### src/relay_pkg.sv
package relay_pkg;
  // ==========================================================
  // register map
  localparam logic [3:0] CTRL_OFS = 4'h0;
  localparam logic [3:0] WIDTH_OFS = 4'h4;
  localparam logic [3:0] CMD_OFS = 4'h8;
  localparam logic [3:0] STATUS_OFS = 4'hC;
  // ==========================================================
  // field positions
  localparam int MODE_LSB = 0;
  localparam int INVERT_BIT = 2;
  localparam int RETAIN_BIT = 3;
  localparam int CMD_OPERATE_BIT = 0;
  localparam int CMD_RELEASE_BIT = 1;
  // ==========================================================
  // reset values
  localparam logic [1:0] MODE_RST = 2'h0;
  localparam logic INVERT_RST = 1'b0;
  localparam logic RETAIN_RST = 1'b0;
  localparam logic [9:0] WIDTH_RST = 10'h064;
  // ==========================================================
  // timing
  localparam int CLK_HZ = 40_000_000;
  localparam int MS_PER_S = 1000;
  localparam int MS_CYCLES_DEF = CLK_HZ / MS_PER_S;
  localparam int SAMPLES_PER_HALF = 128;
  localparam logic [9:0] PULSE_MIN_MS = 10'd10;
  localparam logic [9:0] PULSE_MAX_MS = 10'd1000;
  localparam logic [1:0] RESP_OKAY = 2'h0;
  localparam logic [1:0] RESP_SLVERR = 2'h2;
  // ==========================================================
  // modes and states
  typedef enum logic [1:0]
  {
    MODE_UNLATCHED = 2'h0,
    MODE_LATCHED = 2'h1,
    MODE_PULSE = 2'h2,
    toggle_pulse_mode = 2'h3
  } mode_type;
  typedef enum logic [1:0]
  {
    ST_IDLE = 2'h0,
    ST_ACTIVE = 2'h1,
    ST_HOLD = 2'h3
  } pulse_state_type;
endpackage : relay_pkg

### src/relay_output_command_logic.sv
// Operation
// - relay runs latched, unlatched, fixed pulse or toggling pulse mode.
// - inversion energises the output while the relay is logically inactive.
// - unlatched relay follows its setpoints and releases when all are clear.
// - latched relay stays operated until a setpoint or remote release.
// - local release under remote hold clears only the local latch.
// - pulse mode makes one pulse per command; the command self-clears.
// - after a pulse the relay stays released one pulse width.
// - pulse width programmable 10 ms to 1 s, excluding relay times.
// - states evaluated each half cycle, widths round up to half cycles.
// - toggle mode inverts state per command, then holds one pulse width.
// - pulse and toggle modes accept internal energy or interval pulses.
// - remote operate forces latched or unlatched relay active until released.
// - remote release also clears local latch of a latched relay.
// - pulse and toggle relays pulse on remote operate, ignore release.
// - non-retentive relay starts inactive, remote commands discarded.
// - retentive latched relay restores state and remote commands.
// - critical error releases relay and clears remote commands.
module relay_output_command_logic
  import relay_pkg::*;
#(
  parameter int MS_CYCLES = MS_CYCLES_DEF
) (
  input wire logic clk_i, // 40 MHz clock
  input wire logic nrst_i, // async reset, active low
  input wire logic sample_tick_i, // one pulse per line-locked sample
  input wire logic local_set_i, // setpoint operate level
  input wire logic local_release_i, // setpoint release pulse
  input wire logic pulse_src_i, // internal energy or interval pulse
  input wire logic crit_fault_i, // diagnostics critical error level
  input wire logic nv_retentive_i, // stored retentive flag
  input wire logic nv_latched_i, // stored local latch
  input wire logic nv_remote_i, // stored remote operate flag
  output logic solid_state_relay_output_o, // relay drive, high energises
  output logic relay_state_o, // logical relay state
  output logic remote_flag_o, // remote operate held, for storage
  output logic latch_flag_o, // local latch held, for storage
  input wire logic [3:0] s_axi_awaddr, // write address
  input wire logic s_axi_awvalid, // write address valid
  output logic s_axi_awready, // write address ready
  input wire logic [31:0] s_axi_wdata, // write data
  input wire logic [3:0] s_axi_wstrb, // write strobes
  input wire logic s_axi_wvalid, // write data valid
  output logic s_axi_wready, // write data ready
  output logic [1:0] s_axi_bresp, // write response
  output logic s_axi_bvalid, // write response valid
  input wire logic s_axi_bready, // write response ready
  input wire logic [3:0] s_axi_araddr, // read address
  input wire logic s_axi_arvalid, // read address valid
  output logic s_axi_arready, // read address ready
  output logic [31:0] s_axi_rdata, // read data
  output logic [1:0] s_axi_rresp, // read response
  output logic s_axi_rvalid, // read data valid
  input wire logic s_axi_rready // read data ready
);
  // ==========================================================
  // reset release
  logic rst_meta_r;
  logic rst_n;
  logic boot_r;
  always_ff @(posedge clk_i or negedge nrst_i)
  begin
    if (!nrst_i)
    begin
      rst_meta_r <= 1'b0;
      rst_n <= 1'b0;
    end
    else
    begin
      rst_meta_r <= 1'b1;
      rst_n <= rst_meta_r;
    end
  end
  always_ff @(posedge clk_i or negedge rst_n)
  begin
    if (!rst_n)
      boot_r <= 1'b1;
    else
      boot_r <= 1'b0;
  end
  // ==========================================================
  // timebases
  logic ms_tick;
  logic scan_tick;
  tick_divider #(.DIV(MS_CYCLES)) u_ms_div (
    .clk_i(clk_i),
    .nrst_i(rst_n),
    .en_i(1'b1),
    .tick_o(ms_tick)
  );
  // half-cycle scan follows the measured line frequency
  tick_divider #(.DIV(SAMPLES_PER_HALF)) u_half_div (
    .clk_i(clk_i),
    .nrst_i(rst_n),
    .en_i(sample_tick_i),
    .tick_o(scan_tick)
  );
  // ==========================================================
  // register bus
  logic aw_held_r;
  logic w_held_r;
  logic [3:0] aw_addr_r;
  logic [31:0] w_data_r;
  logic [3:0] w_strb_r;
  logic wr_go;
  logic [1:0] mode_r;
  logic invert_r;
  logic retain_r;
  logic [9:0] width_r;
  logic rem_op;
  logic rem_rel;
  logic [9:0] width_wr;
  logic [7:0] status;
  pulse_state_type st_r;
  logic pend_r;
  logic remote_r;
  logic latch_r;
  logic state_r;
  assign wr_go = aw_held_r && w_held_r && !s_axi_bvalid;
  assign width_wr = w_data_r[9:0];
  assign rem_op = wr_go && (aw_addr_r == CMD_OFS) && w_strb_r[0] && w_data_r[CMD_OPERATE_BIT];
  assign rem_rel = wr_go && (aw_addr_r == CMD_OFS) && w_strb_r[0] && w_data_r[CMD_RELEASE_BIT];
  assign status = {crit_fault_i, st_r, pend_r, latch_r, remote_r,
                   solid_state_relay_output_o, state_r};
  always_ff @(posedge clk_i or negedge rst_n)
  begin
    if (!rst_n)
    begin
      aw_held_r <= 1'b0;
      w_held_r <= 1'b0;
      aw_addr_r <= 4'h0;
      w_data_r <= 32'h00000000;
      w_strb_r <= 4'h0;
      s_axi_bvalid <= 1'b0;
      s_axi_bresp <= RESP_OKAY;
    end
    else
    begin
      if (s_axi_awvalid && s_axi_awready)
      begin
        aw_held_r <= 1'b1;
        aw_addr_r <= s_axi_awaddr;
      end
      if (s_axi_wvalid && s_axi_wready)
      begin
        w_held_r <= 1'b1;
        w_data_r <= s_axi_wdata;
        w_strb_r <= s_axi_wstrb;
      end
      if (wr_go)
      begin
        aw_held_r <= 1'b0;
        w_held_r <= 1'b0;
        s_axi_bvalid <= 1'b1;
        s_axi_bresp <= (aw_addr_r == STATUS_OFS) ? RESP_SLVERR : RESP_OKAY;
      end
      else if (s_axi_bvalid && s_axi_bready)
      begin
        s_axi_bvalid <= 1'b0;
      end
    end
  end
  always_ff @(posedge clk_i or negedge rst_n)
  begin
    if (!rst_n)
    begin
      s_axi_awready <= 1'b0;
      s_axi_wready <= 1'b0;
    end
    else
    begin
      s_axi_awready <= !aw_held_r && !(s_axi_awvalid && s_axi_awready) && !s_axi_bvalid;
      s_axi_wready <= !w_held_r && !(s_axi_wvalid && s_axi_wready) && !s_axi_bvalid;
    end
  end
  always_ff @(posedge clk_i or negedge rst_n)
  begin
    if (!rst_n)
    begin
      s_axi_arready <= 1'b0;
      s_axi_rvalid <= 1'b0;
      s_axi_rdata <= 32'h00000000;
      s_axi_rresp <= RESP_OKAY;
    end
    else
    begin
      s_axi_arready <= !s_axi_rvalid && !(s_axi_arvalid && s_axi_arready);
      if (s_axi_arvalid && s_axi_arready)
      begin
        s_axi_rvalid <= 1'b1;
        s_axi_rresp <= RESP_OKAY;
        unique case (s_axi_araddr)
          CTRL_OFS: s_axi_rdata <= {28'h0000000, retain_r, invert_r, mode_r};
          WIDTH_OFS: s_axi_rdata <= {22'h000000, width_r};
          CMD_OFS: s_axi_rdata <= 32'h00000000;
          STATUS_OFS: s_axi_rdata <= {24'h000000, status};
          default:
          begin
            s_axi_rdata <= 32'h00000000;
            s_axi_rresp <= RESP_SLVERR;
          end
        endcase
      end
      else if (s_axi_rvalid && s_axi_rready)
      begin
        s_axi_rvalid <= 1'b0;
      end
    end
  end
  // ==========================================================
  // configuration
  always_ff @(posedge clk_i or negedge rst_n)
  begin
    if (!rst_n)
    begin
      mode_r <= MODE_RST;
      invert_r <= INVERT_RST;
      retain_r <= RETAIN_RST;
      width_r <= WIDTH_RST;
    end
    else if (boot_r)
    begin
      if (nv_retentive_i)
      begin
        mode_r <= MODE_LATCHED;
        retain_r <= 1'b1;
      end
    end
    else if (wr_go && (aw_addr_r == CTRL_OFS) && w_strb_r[0])
    begin
      mode_r <= w_data_r[MODE_LSB +: 2];
      invert_r <= w_data_r[INVERT_BIT];
      retain_r <= w_data_r[RETAIN_BIT];
    end
    else if (wr_go && (aw_addr_r == WIDTH_OFS) && (w_strb_r[1:0] == 2'h3))
    begin
      if (width_wr < PULSE_MIN_MS)
        width_r <= PULSE_MIN_MS;
      else if (width_wr > PULSE_MAX_MS)
        width_r <= PULSE_MAX_MS;
      else
        width_r <= width_wr;
    end
  end
  // ==========================================================
  // command holding
  logic steady_mode;
  logic local_set_d_r;
  logic new_cmd;
  logic take_cmd;
  assign steady_mode = (mode_r == MODE_UNLATCHED) || (mode_r == MODE_LATCHED);
  assign new_cmd = (local_set_i && !local_set_d_r) || pulse_src_i || rem_op;
  always_ff @(posedge clk_i or negedge rst_n)
  begin
    if (!rst_n)
    begin
      remote_r <= 1'b0;
      latch_r <= 1'b0;
      local_set_d_r <= 1'b0;
    end
    else if (crit_fault_i)
    begin
      // fault outranks the restore of stored commands
      remote_r <= 1'b0;
      latch_r <= 1'b0;
      local_set_d_r <= local_set_i;
    end
    else if (boot_r)
    begin
      remote_r <= nv_retentive_i && nv_remote_i;
      latch_r <= nv_retentive_i && nv_latched_i;
    end
    else
    begin
      local_set_d_r <= local_set_i;
      if (steady_mode && rem_op)
        remote_r <= 1'b1;
      else if (rem_rel)
        remote_r <= 1'b0;
      if (mode_r != MODE_LATCHED)
        latch_r <= 1'b0;
      else if (local_set_i)
        latch_r <= 1'b1;
      else if (local_release_i || rem_rel)
        latch_r <= 1'b0;
    end
  end
  always_ff @(posedge clk_i or negedge rst_n)
  begin
    if (!rst_n)
      pend_r <= 1'b0;
    else if (crit_fault_i || steady_mode)
      pend_r <= 1'b0;
    else
      pend_r <= (pend_r && !take_cmd) || new_cmd;
  end
  // ==========================================================
  // relay state machine, evaluated on the half-cycle scan
  logic done;
  logic start;
  assign take_cmd = scan_tick && (st_r == ST_IDLE) && pend_r && !crit_fault_i;
  assign start = take_cmd || (scan_tick && (st_r == ST_ACTIVE) && done && !crit_fault_i);
  pulse_timer u_timer (
    .clk_i(clk_i),
    .nrst_i(rst_n),
    .start_i(start),
    .ms_tick_i(ms_tick),
    .width_i(width_r),
    .done_o(done)
  );
  always_ff @(posedge clk_i or negedge rst_n)
  begin
    if (!rst_n)
    begin
      st_r <= ST_IDLE;
      state_r <= 1'b0;
    end
    else if (crit_fault_i)
    begin
      st_r <= ST_IDLE;
      state_r <= 1'b0;
    end
    else if (scan_tick)
    begin
      if (steady_mode)
      begin
        st_r <= ST_IDLE;
        if (mode_r == MODE_LATCHED)
          state_r <= latch_r || remote_r;
        else
          state_r <= local_set_i || remote_r;
      end
      else
      begin
        unique case (st_r)
          ST_IDLE:
          begin
            if (pend_r && (mode_r == MODE_PULSE))
            begin
              state_r <= 1'b1;
              st_r <= ST_ACTIVE;
            end
            else if (pend_r)
            begin
              state_r <= !state_r;
              st_r <= ST_HOLD;
            end
          end
          ST_ACTIVE:
          begin
            if (done)
            begin
              state_r <= 1'b0;
              st_r <= ST_HOLD;
            end
          end
          ST_HOLD:
          begin
            if (done)
              st_r <= ST_IDLE;
          end
          default:
          begin
            st_r <= ST_IDLE;
          end
        endcase
      end
    end
  end
  // ==========================================================
  // outputs
  always_ff @(posedge clk_i or negedge rst_n)
  begin
    if (!rst_n)
    begin
      solid_state_relay_output_o <= 1'b0;
      relay_state_o <= 1'b0;
      remote_flag_o <= 1'b0;
      latch_flag_o <= 1'b0;
    end
    else
    begin
      solid_state_relay_output_o <= state_r ^ invert_r;
      relay_state_o <= state_r;
      remote_flag_o <= remote_r;
      latch_flag_o <= latch_r;
    end
  end
endmodule : relay_output_command_logic

### src/tick_divider.sv
module tick_divider #(
  parameter int DIV = 128
) (
  input wire logic clk_i, // clock
  input wire logic nrst_i, // synchronised reset, active low
  input wire logic en_i, // one-cycle count enable
  output logic tick_o // pulse every DIV enables
);
  logic [15:0] cnt_r;
  always_ff @(posedge clk_i or negedge nrst_i)
  begin
    if (!nrst_i)
    begin
      cnt_r <= 16'h0000;
      tick_o <= 1'b0;
    end
    else
    begin
      tick_o <= 1'b0;
      if (en_i)
      begin
        if (cnt_r == 16'(DIV - 1))
        begin
          cnt_r <= 16'h0000;
          tick_o <= 1'b1;
        end
        else
        begin
          cnt_r <= cnt_r + 16'h0001;
        end
      end
    end
  end
endmodule : tick_divider

### src/pulse_timer.sv
module pulse_timer (
  input wire logic clk_i, // clock
  input wire logic nrst_i, // synchronised reset, active low
  input wire logic start_i, // restart timing from zero
  input wire logic ms_tick_i, // one pulse per millisecond
  input wire logic [9:0] width_i, // programmed width, ms
  output logic done_o // width elapsed since start
);
  logic [9:0] ms_r;
  always_ff @(posedge clk_i or negedge nrst_i)
  begin
    if (!nrst_i)
    begin
      ms_r <= 10'h000;
    end
    else if (start_i)
    begin
      ms_r <= 10'h000;
    end
    else if (ms_tick_i && (ms_r != 10'h3FF))
    begin
      ms_r <= ms_r + 10'h001;
    end
  end
  assign done_o = (ms_r >= width_i);
endmodule : pulse_timer

### config.mk
export PLATFORM = sky130hd
export DESIGN_NAME = relay_output_command_logic
export DESIGN_NICKNAME = d
export VERILOG_FILES = /design/src/relay_pkg.sv /design/src/relay_output_command_logic.sv /design/src/tick_divider.sv /design/src/pulse_timer.sv
export SDC_FILE = /design/constraint.sdc
export NUM_CORES = 1
export LEC_CHECK = 0
export BUFFER_PORTS_ARGS = -buffer_cell sky130_fd_sc_hd__buf_2
export CAP_MARGIN = 0
export CORE_ASPECT_RATIO = 1.1
export CORE_UTILIZATION = 59
export CTS_CLUSTER_SIZE = 24
export DETAILED_ROUTE_END_ITERATION = 10
export PLACE_DENSITY = 0.82
export RECOVER_POWER = 100
export REMOVE_ABC_BUFFERS = 1
export SLEW_MARGIN = 20
export SYNTH_ARGS = -nofsm -noshare
export SYNTH_HDL_FRONTEND = slang
export SYNTH_SLANG_ARGS = --single-unit
### constraint.sdc
create_clock -name clk_i -period 6.5 [get_ports clk_i]
set_input_delay 1.3 -clock clk_i [delete_from_list [all_inputs] [get_ports clk_i]]
set_output_delay 1.3 -clock clk_i [all_outputs]
set_load 0.05 [all_outputs]
==> impl_metrics.tcl, run 1 <==
set metrics [dict create \
    antenna_cells 0 \
    die_y_um 100 \
    drive_gt1_frac 0.133 \
    power_density_nw_per_um2 301 \
    h-tree-depth 3 \
    total_power_mw 1.68 \
    tritoncts "built" \
    drt-vias-per-instance 5.64 \
    yosysUniqueCellTypes 51 \
    finalSetupViolCount 0 \
    ir_drop_v 0.000192 \
    synth_edf_count 0 \
    antenna_left 0 \
    ys_ff_latch 107 \
    sw_frac_of_total 0.358 \
    grt_pass1_vias 3679 \
    clock_power_share 0.227 \
    wl_per_cell_um 14.7 \
    required_ns 6.71 \
    clkLatencyLatePin_ns 0.37 \
    grt_util_all_layers 0.230 \
    cp-end-kind "register" \
    path_max_fanout 11 \
    maxSlewViolCount 45 \
    fin_nets 625 \
    die-area_um2 9130 \
    async_flop_share 1.00 \
    rsz0062_at_grt "false" \
    initial_core_util 0.611 \
    hpwl_um 7340 \
    cts_resized 0 \
    row_count 35 \
    cts-root-buf "clkbuf_8" \
    final_core_util 0.661 \
    drt_iter0_markers 216 \
    clockBufferDepth 2 \
    yosysSeqAreaShare 0.520 \
    clkTransAtPathRegs_ns 0.09 \
    grt_start_max_net_pins 63 \
    switching_power_mw 0.603 \
    combPwrFrac 0.237 \
    drt-total-wl_um 9830 \
    syn_area_um2 5160 \
    worstSetupStartpointType "input port" \
    grt_first_pass_wirelength_um 16500 \
    seq_power_share 0.536 \
    clkSinkCount 107 \
    antenna_found_initial 0 \
    violations "capacitance limit, slew limit" \
    post-route-min-period_ns 2.67 \
    worstPathArrival_ns 2.88 \
    place_congestion 0.882 \
    hold_viol 0 \
    worstHoldPathType "reg2reg" \
    io_pins 104 \
    ys_dominant_reg_cell "dfrtp_1" \
    status "finished with violations" \
    fmax_ghz 0.375 \
    p_int_mw 1.08 \
    syn2layout_area_growth_pct 8.21 \
    fin_crit_sh 0.411 \
    critical_path_class "in2reg" \
    tightest_slew_ns 1.72 \
    drc_errors 0 \
    tns_ns 0 \
    p_leak_nw 2.54 \
    skew_ns 0.0143 \
    die_w_um 91.2 \
    vias 3776 \
    cts_setup_buffers 0 \
    core_area_um2 8450 \
    dr.pass1.iters 5 \
    cts_hold_buf 0 \
    port_buffers 55 \
    cts_buffers 9 \
    syn-instance-count 494 \
    yosysWarnings 0 \
    syn_avg_cell_area_um2 10.5 \
    cap_viol_max_count 1 \
    overflow 0 \
    slew_headroom -0.148 \
]
[power by group through the flow]
stage | Combinational [mW] | Clock, mW | Sequential (mW)
floorplan | 0.240 | 0 | 0.969
global placement | 0.394 | 0 | 0.907
detailed placement | 0.411 | 0 | 0.919
CTS | 0.412 | 0.392 | 0.905
global route | 0.441 | 0.416 | 0.919
finish | 0.399 | 0.382 | 0.902
[routing by layer]
layer,part of all wire,track usage,wire length [um]
met5,0,0,0
met3,0.044,0.0417,437
met2,0.51,0.402,5020
met4,0.018,0.104,174
met1,0.43,0.280,4200
[cells by family after synthesis]
kind of cell / share of synthesized area
DFF: 0.520
AOI/OAI and AO/OA: 0.104
other: 0.00145
adders and majority gates: 0.0315
xor gates and xnor gates: 0.0560
muxes: 0.0712
and+or+nand+nor: 0.153
buffers and inverters: 0.0632
[placed cells by master, fill, tap and decap left out, types with 16 or more instances in the layout]
master / count
clkbuf_1: 26
dfrtp_1: 103
nand2_1: 42
buf_2: 29
nand3_1: 24
mux2_2: 22
xnor2_1: 17
conb_1: 26
nor2_1: 32
o21ai_0: 24
a21oi_1: 29
inv_1: 29
xor2_1: 16
[area by class of cell]
type                       instances  area (um^2)
clock buffer                       9          124
clock inverter                     7         56.3
fill                             680         2860
inverter                          29          109
multi-input combinational        350         2230
sequential                       107         2680
tap                              111          139
timing repair buffer              56          250
[stage by stage]
step           setup slack, ns  instances  hold WS [ns]  cell area [um^2]
5_1_grt                   3.72        669         0.375              5590
2_1_floorplan             3.31        486         0.331              5040
3_3_place_gp              3.69        653         0.335              5460
4_1_cts                   3.98        669         0.345              5640
3_5_place_dp              3.62        653         0.340              5460
6_report                  3.83        669         0.359              5590
[sequential cells by signal, summed over array words and instances (netlist names), 4 cells and up]
signal            cells
u_ms_div.cnt_r       16
u_half_div.cnt_r     16
s_axi_rdata          10
width_r              10
w_data_r             10
u_timer.ms_r         10
aw_addr_r             4
[worst paths after layout]
path                            cells after the start               to         start  slack [ns]
worst min register to register                      0            rst_n    rst_meta_r        0.36
min in group asynchronous                           1       rst_meta_r        nrst_i        0.70
worst max-delay path                                5  u_timer.ms_r[9]  crit_fault_i        3.83
max in group asynchronous                           1  u_timer.ms_r[8]         rst_n        4.20
worst max register to register                      7  u_timer.ms_r[9]    width_r[2]        4.13
worst min-delay path                                0            rst_n    rst_meta_r        0.36
[Yosys cell counts (all sizes together), types with 7 or more instances]
cell type / instances / area, um^2
mux2: 22 / 248
nor3: 11 / 55.1
mux2i: 12 / 120
nand4: 14 / 103
o21ai: 24 / 120
nor2: 32 / 123
xnor2: 17 / 149
nand3: 24 / 120
nand2: 42 / 158
a21oi: 29 / 145
inv: 29 / 109
a22o: 7 / 61.3
xor2: 16 / 140
buf: 26 / 195
and3: 8 / 50.1
dfrtp: 103 / 2580
ha: 13 / 163
[worst max-delay path, stage by stage]
cell	delay, ns
clkbuf_1	0.23
nor3b_1	0.36
inv_1	0.09
a21oi_1	0.68
a221oi_1	0.20
Power figures use the tool's default switching activity.
==> inputs of run 2 (changes only) <==
--- a/config.mk
+++ b/config.mk
@@ -8,10 +8,10 @@
 export BUFFER_PORTS_ARGS = -buffer_cell sky130_fd_sc_hd__buf_2
 export CAP_MARGIN = 0
 export CORE_ASPECT_RATIO = 1.1
-export CORE_UTILIZATION = 59
+export CORE_UTILIZATION = 55
 export CTS_CLUSTER_SIZE = 24
 export DETAILED_ROUTE_END_ITERATION = 10
-export PLACE_DENSITY = 0.82
+export PLACE_DENSITY = 0.77
 export RECOVER_POWER = 100
 export REMOVE_ABC_BUFFERS = 1
 export SLEW_MARGIN = 20
==> constraint.sdc (replaced) <==
create_clock -name clk_i -period 2.7 [get_ports clk_i]
set_input_delay 0.54 -clock clk_i [delete_from_list [all_inputs] [get_ports clk_i]]
set_output_delay 0.54 -clock clk_i [all_outputs]
set_load 0.05 [all_outputs]
==> run 2 against run 1 <==
Net effect:
- the run still ends with capacitance limit, slew limit left
- first-iteration DRC count increased by 18%
- die area is 7.1% higher
- setup slack lost 3.5 ns
- clock-buffer cell count up 1
- combinational power grew 140%
- non-clock buffer count grew 2
- power is 150% higher
==> impl_metrics.tcl, run 2 (synthesized netlist as in run 1, its figures left out) <==
set metrics [dict create \
    dr.pass1.iters 5 \
    dp.cells 657 \
    grtUsageMet3 0.0426 \
    io_pins 104 \
    path_max_fanout 11 \
    hold_viol 0 \
    initial_core_util 0.573 \
    grt_pass1_vias 3567 \
    stdcell_area_um2 5650 \
    cp-end-kind "register" \
    rsz0062_at_grt "false" \
    clock_power_share 0.238 \
    hpwl_um 7120 \
    p_leak_nw 2.57 \
    clkLatencyLatePin_ns 0.36 \
    switching_power_mw 1.42 \
    layout.cells.most_common "dfrtp_1" \
    worstPathArrival_ns 2.60 \
    sw_frac_of_total 0.345 \
    antenna_found_initial 0 \
    cp-startpoint "width_r[5]" \
    tritoncts "built" \
    tns_ns 0 \
    fin_nets 627 \
    syn2layout_area_growth_pct 9.38 \
    core_area_um2 9010 \
    clkTransAtPathRegs_ns 0.09 \
    p_int_mw 2.71 \
    fmax_ghz 0.427 \
    grt_first_pass_wirelength_um 16400 \
    largestRegisters "u_half_div.cnt_r (16), u_ms_div.cnt_r (16)" \
    row_count 36 \
    placed_cell_area_um2 5490 \
    power_density_nw_per_um2 732 \
    drt-vias-per-instance 5.57 \
    grt_start_max_net_pins 61 \
    r2r-start "width_r[5]" \
    vias 3752 \
    status "finished with violations" \
    h-tree-depth 3 \
    drc_errors 0 \
    met1_usage 0.298 \
    min-delay-start "rst_meta_r" \
    grt_util_all_layers 0.212 \
    finalSetupViolCount 0 \
    drt-total-wl_um 9690 \
    violations "capacitance limit, slew limit" \
    clockBufferDepth 2 \
    port_buffers 55 \
    overflow 0 \
    wl_per_cell_um 14.4 \
    seq_power_share 0.527 \
    busiest_layer "met2" \
    antenna_left 0 \
    slew_headroom -0.188 \
    post-route-min-period_ns 2.34 \
    combPwrFrac 0.235 \
    fin_crit_sh 0.868 \
    critical_path_class "reg2reg" \
    cts_buffers 9 \
    worstHoldPathType "reg2reg" \
    worstSetupStartpointType "register" \
    total_power_mw 4.13 \
    clkSinkCount 107 \
    final_core_util 0.627 \
    die_w_um 94.4 \
    final_cells 674 \
    maxSlewViolCount 46 \
    cts_setup_buffers 0 \
    die-area_um2 9780 \
    ir_drop_v 0.000495 \
    skew_ns 0.0107 \
    fillers 746 \
    required_ns 2.96 \
    final_cell_mix "dfrtp_1 (103), nand2_1 (42), buf_2 (33)" \
    cap_viol_max_count 1 \
    regArea_um2 2680 \
    die_y_um 104 \
    antenna_cells 0 \
    cts-root-buf "clkbuf_8" \
    place_congestion 0.885 \
    drt_iter0_markers 255 \
    multi_input_area_um2 2230 \
    tightest_slew_ns 1.78 \
    grt_use_met2 0.334 \
    drive_gt1_frac 0.141 \
]
run 2: changes by cell type in the layout (fill, tap and decap cells not counted):
| cell | change |
|---|---|
| buf_12 | +1 |
| buf_2 | +4 |
| clkinvlp_4 | +2 |
| clkbuf_8 | +1 |
| clkinv_4 | -1 |
| bufinv_16 | +1 |
| inv_6 | -2 |
| inv_8 | -1 |
| dlygate4sd3_1 | +1 |
| clkbuf_1 | -4 |
run 2: stage by stage:
stage                     hold slack (ns)  setup slack [ns]
after global placement              0.325             0.577
final                               0.355             0.356
after floorplan                     0.244            -0.494
after CTS                           0.354             0.476
after global routing                0.347             0.192
after detailed placement            0.327             0.507
run 2: layout make-up:
cell class              instances  share of cell area
clock buffers                  10              0.0244
well taps                     114              0.0253
inverters                      29              0.0193
flip-flops and latches        107               0.475
clock inverters                 6              0.0113
multi-input cells             350               0.394
repair buffers                 58              0.0505
run 2: routing by layer:
layer / vias to the layer above / routed length (um)
li1: 1807 / -
met1: 1803 / 4510
met2: 130 / 4530
met3: 12 / 538
met4: 0 / 110
met5: - / 0
run 2: what timing repair did:
action / CTS / global route
gates resized for setup: 0 / 0
hold endpoints to repair: 2 / 0
setup endpoints to repair: 0 / 0
hold buffers: 1 / 0
run 2: path summary, 6_finish.rpt:
| path | cells past startpoint | endpoint | slack [ns] |
|---|---|---|---|
| min | 0 | rst_n | 0.35 |
| min in group asynchronous | 2 | rst_n | 0.48 |
| max reg2reg | 7 | u_timer.ms_r[9] | 0.36 |
| min reg2reg | 0 | rst_n | 0.35 |
| max | 7 | u_timer.ms_r[9] | 0.36 |
| max in group asynchronous | 1 | boot_r | 0.83 |
run 2: power by group through the flow:
stage               clock network (mW)  registers [mW]  logic (mW)
finish                           0.983            2.18       0.973
detailed placement                   0            2.21       0.994
global placement                     0            2.19       0.954
CTS                               1.01            2.18        1.00
floorplan                            0            2.33       0.579
global route                      1.08            2.22        1.07
run 2: worst max-delay path, cell delays in order, from the launching register on:
cell	delay [ns]
dfstp_1	0.59
inv_1	0.07
ha_1	0.30
o21a_1	0.12
a21oi_1	0.15
o21ai_0	0.22
a211o_1	0.51
a221oi_1	0.30
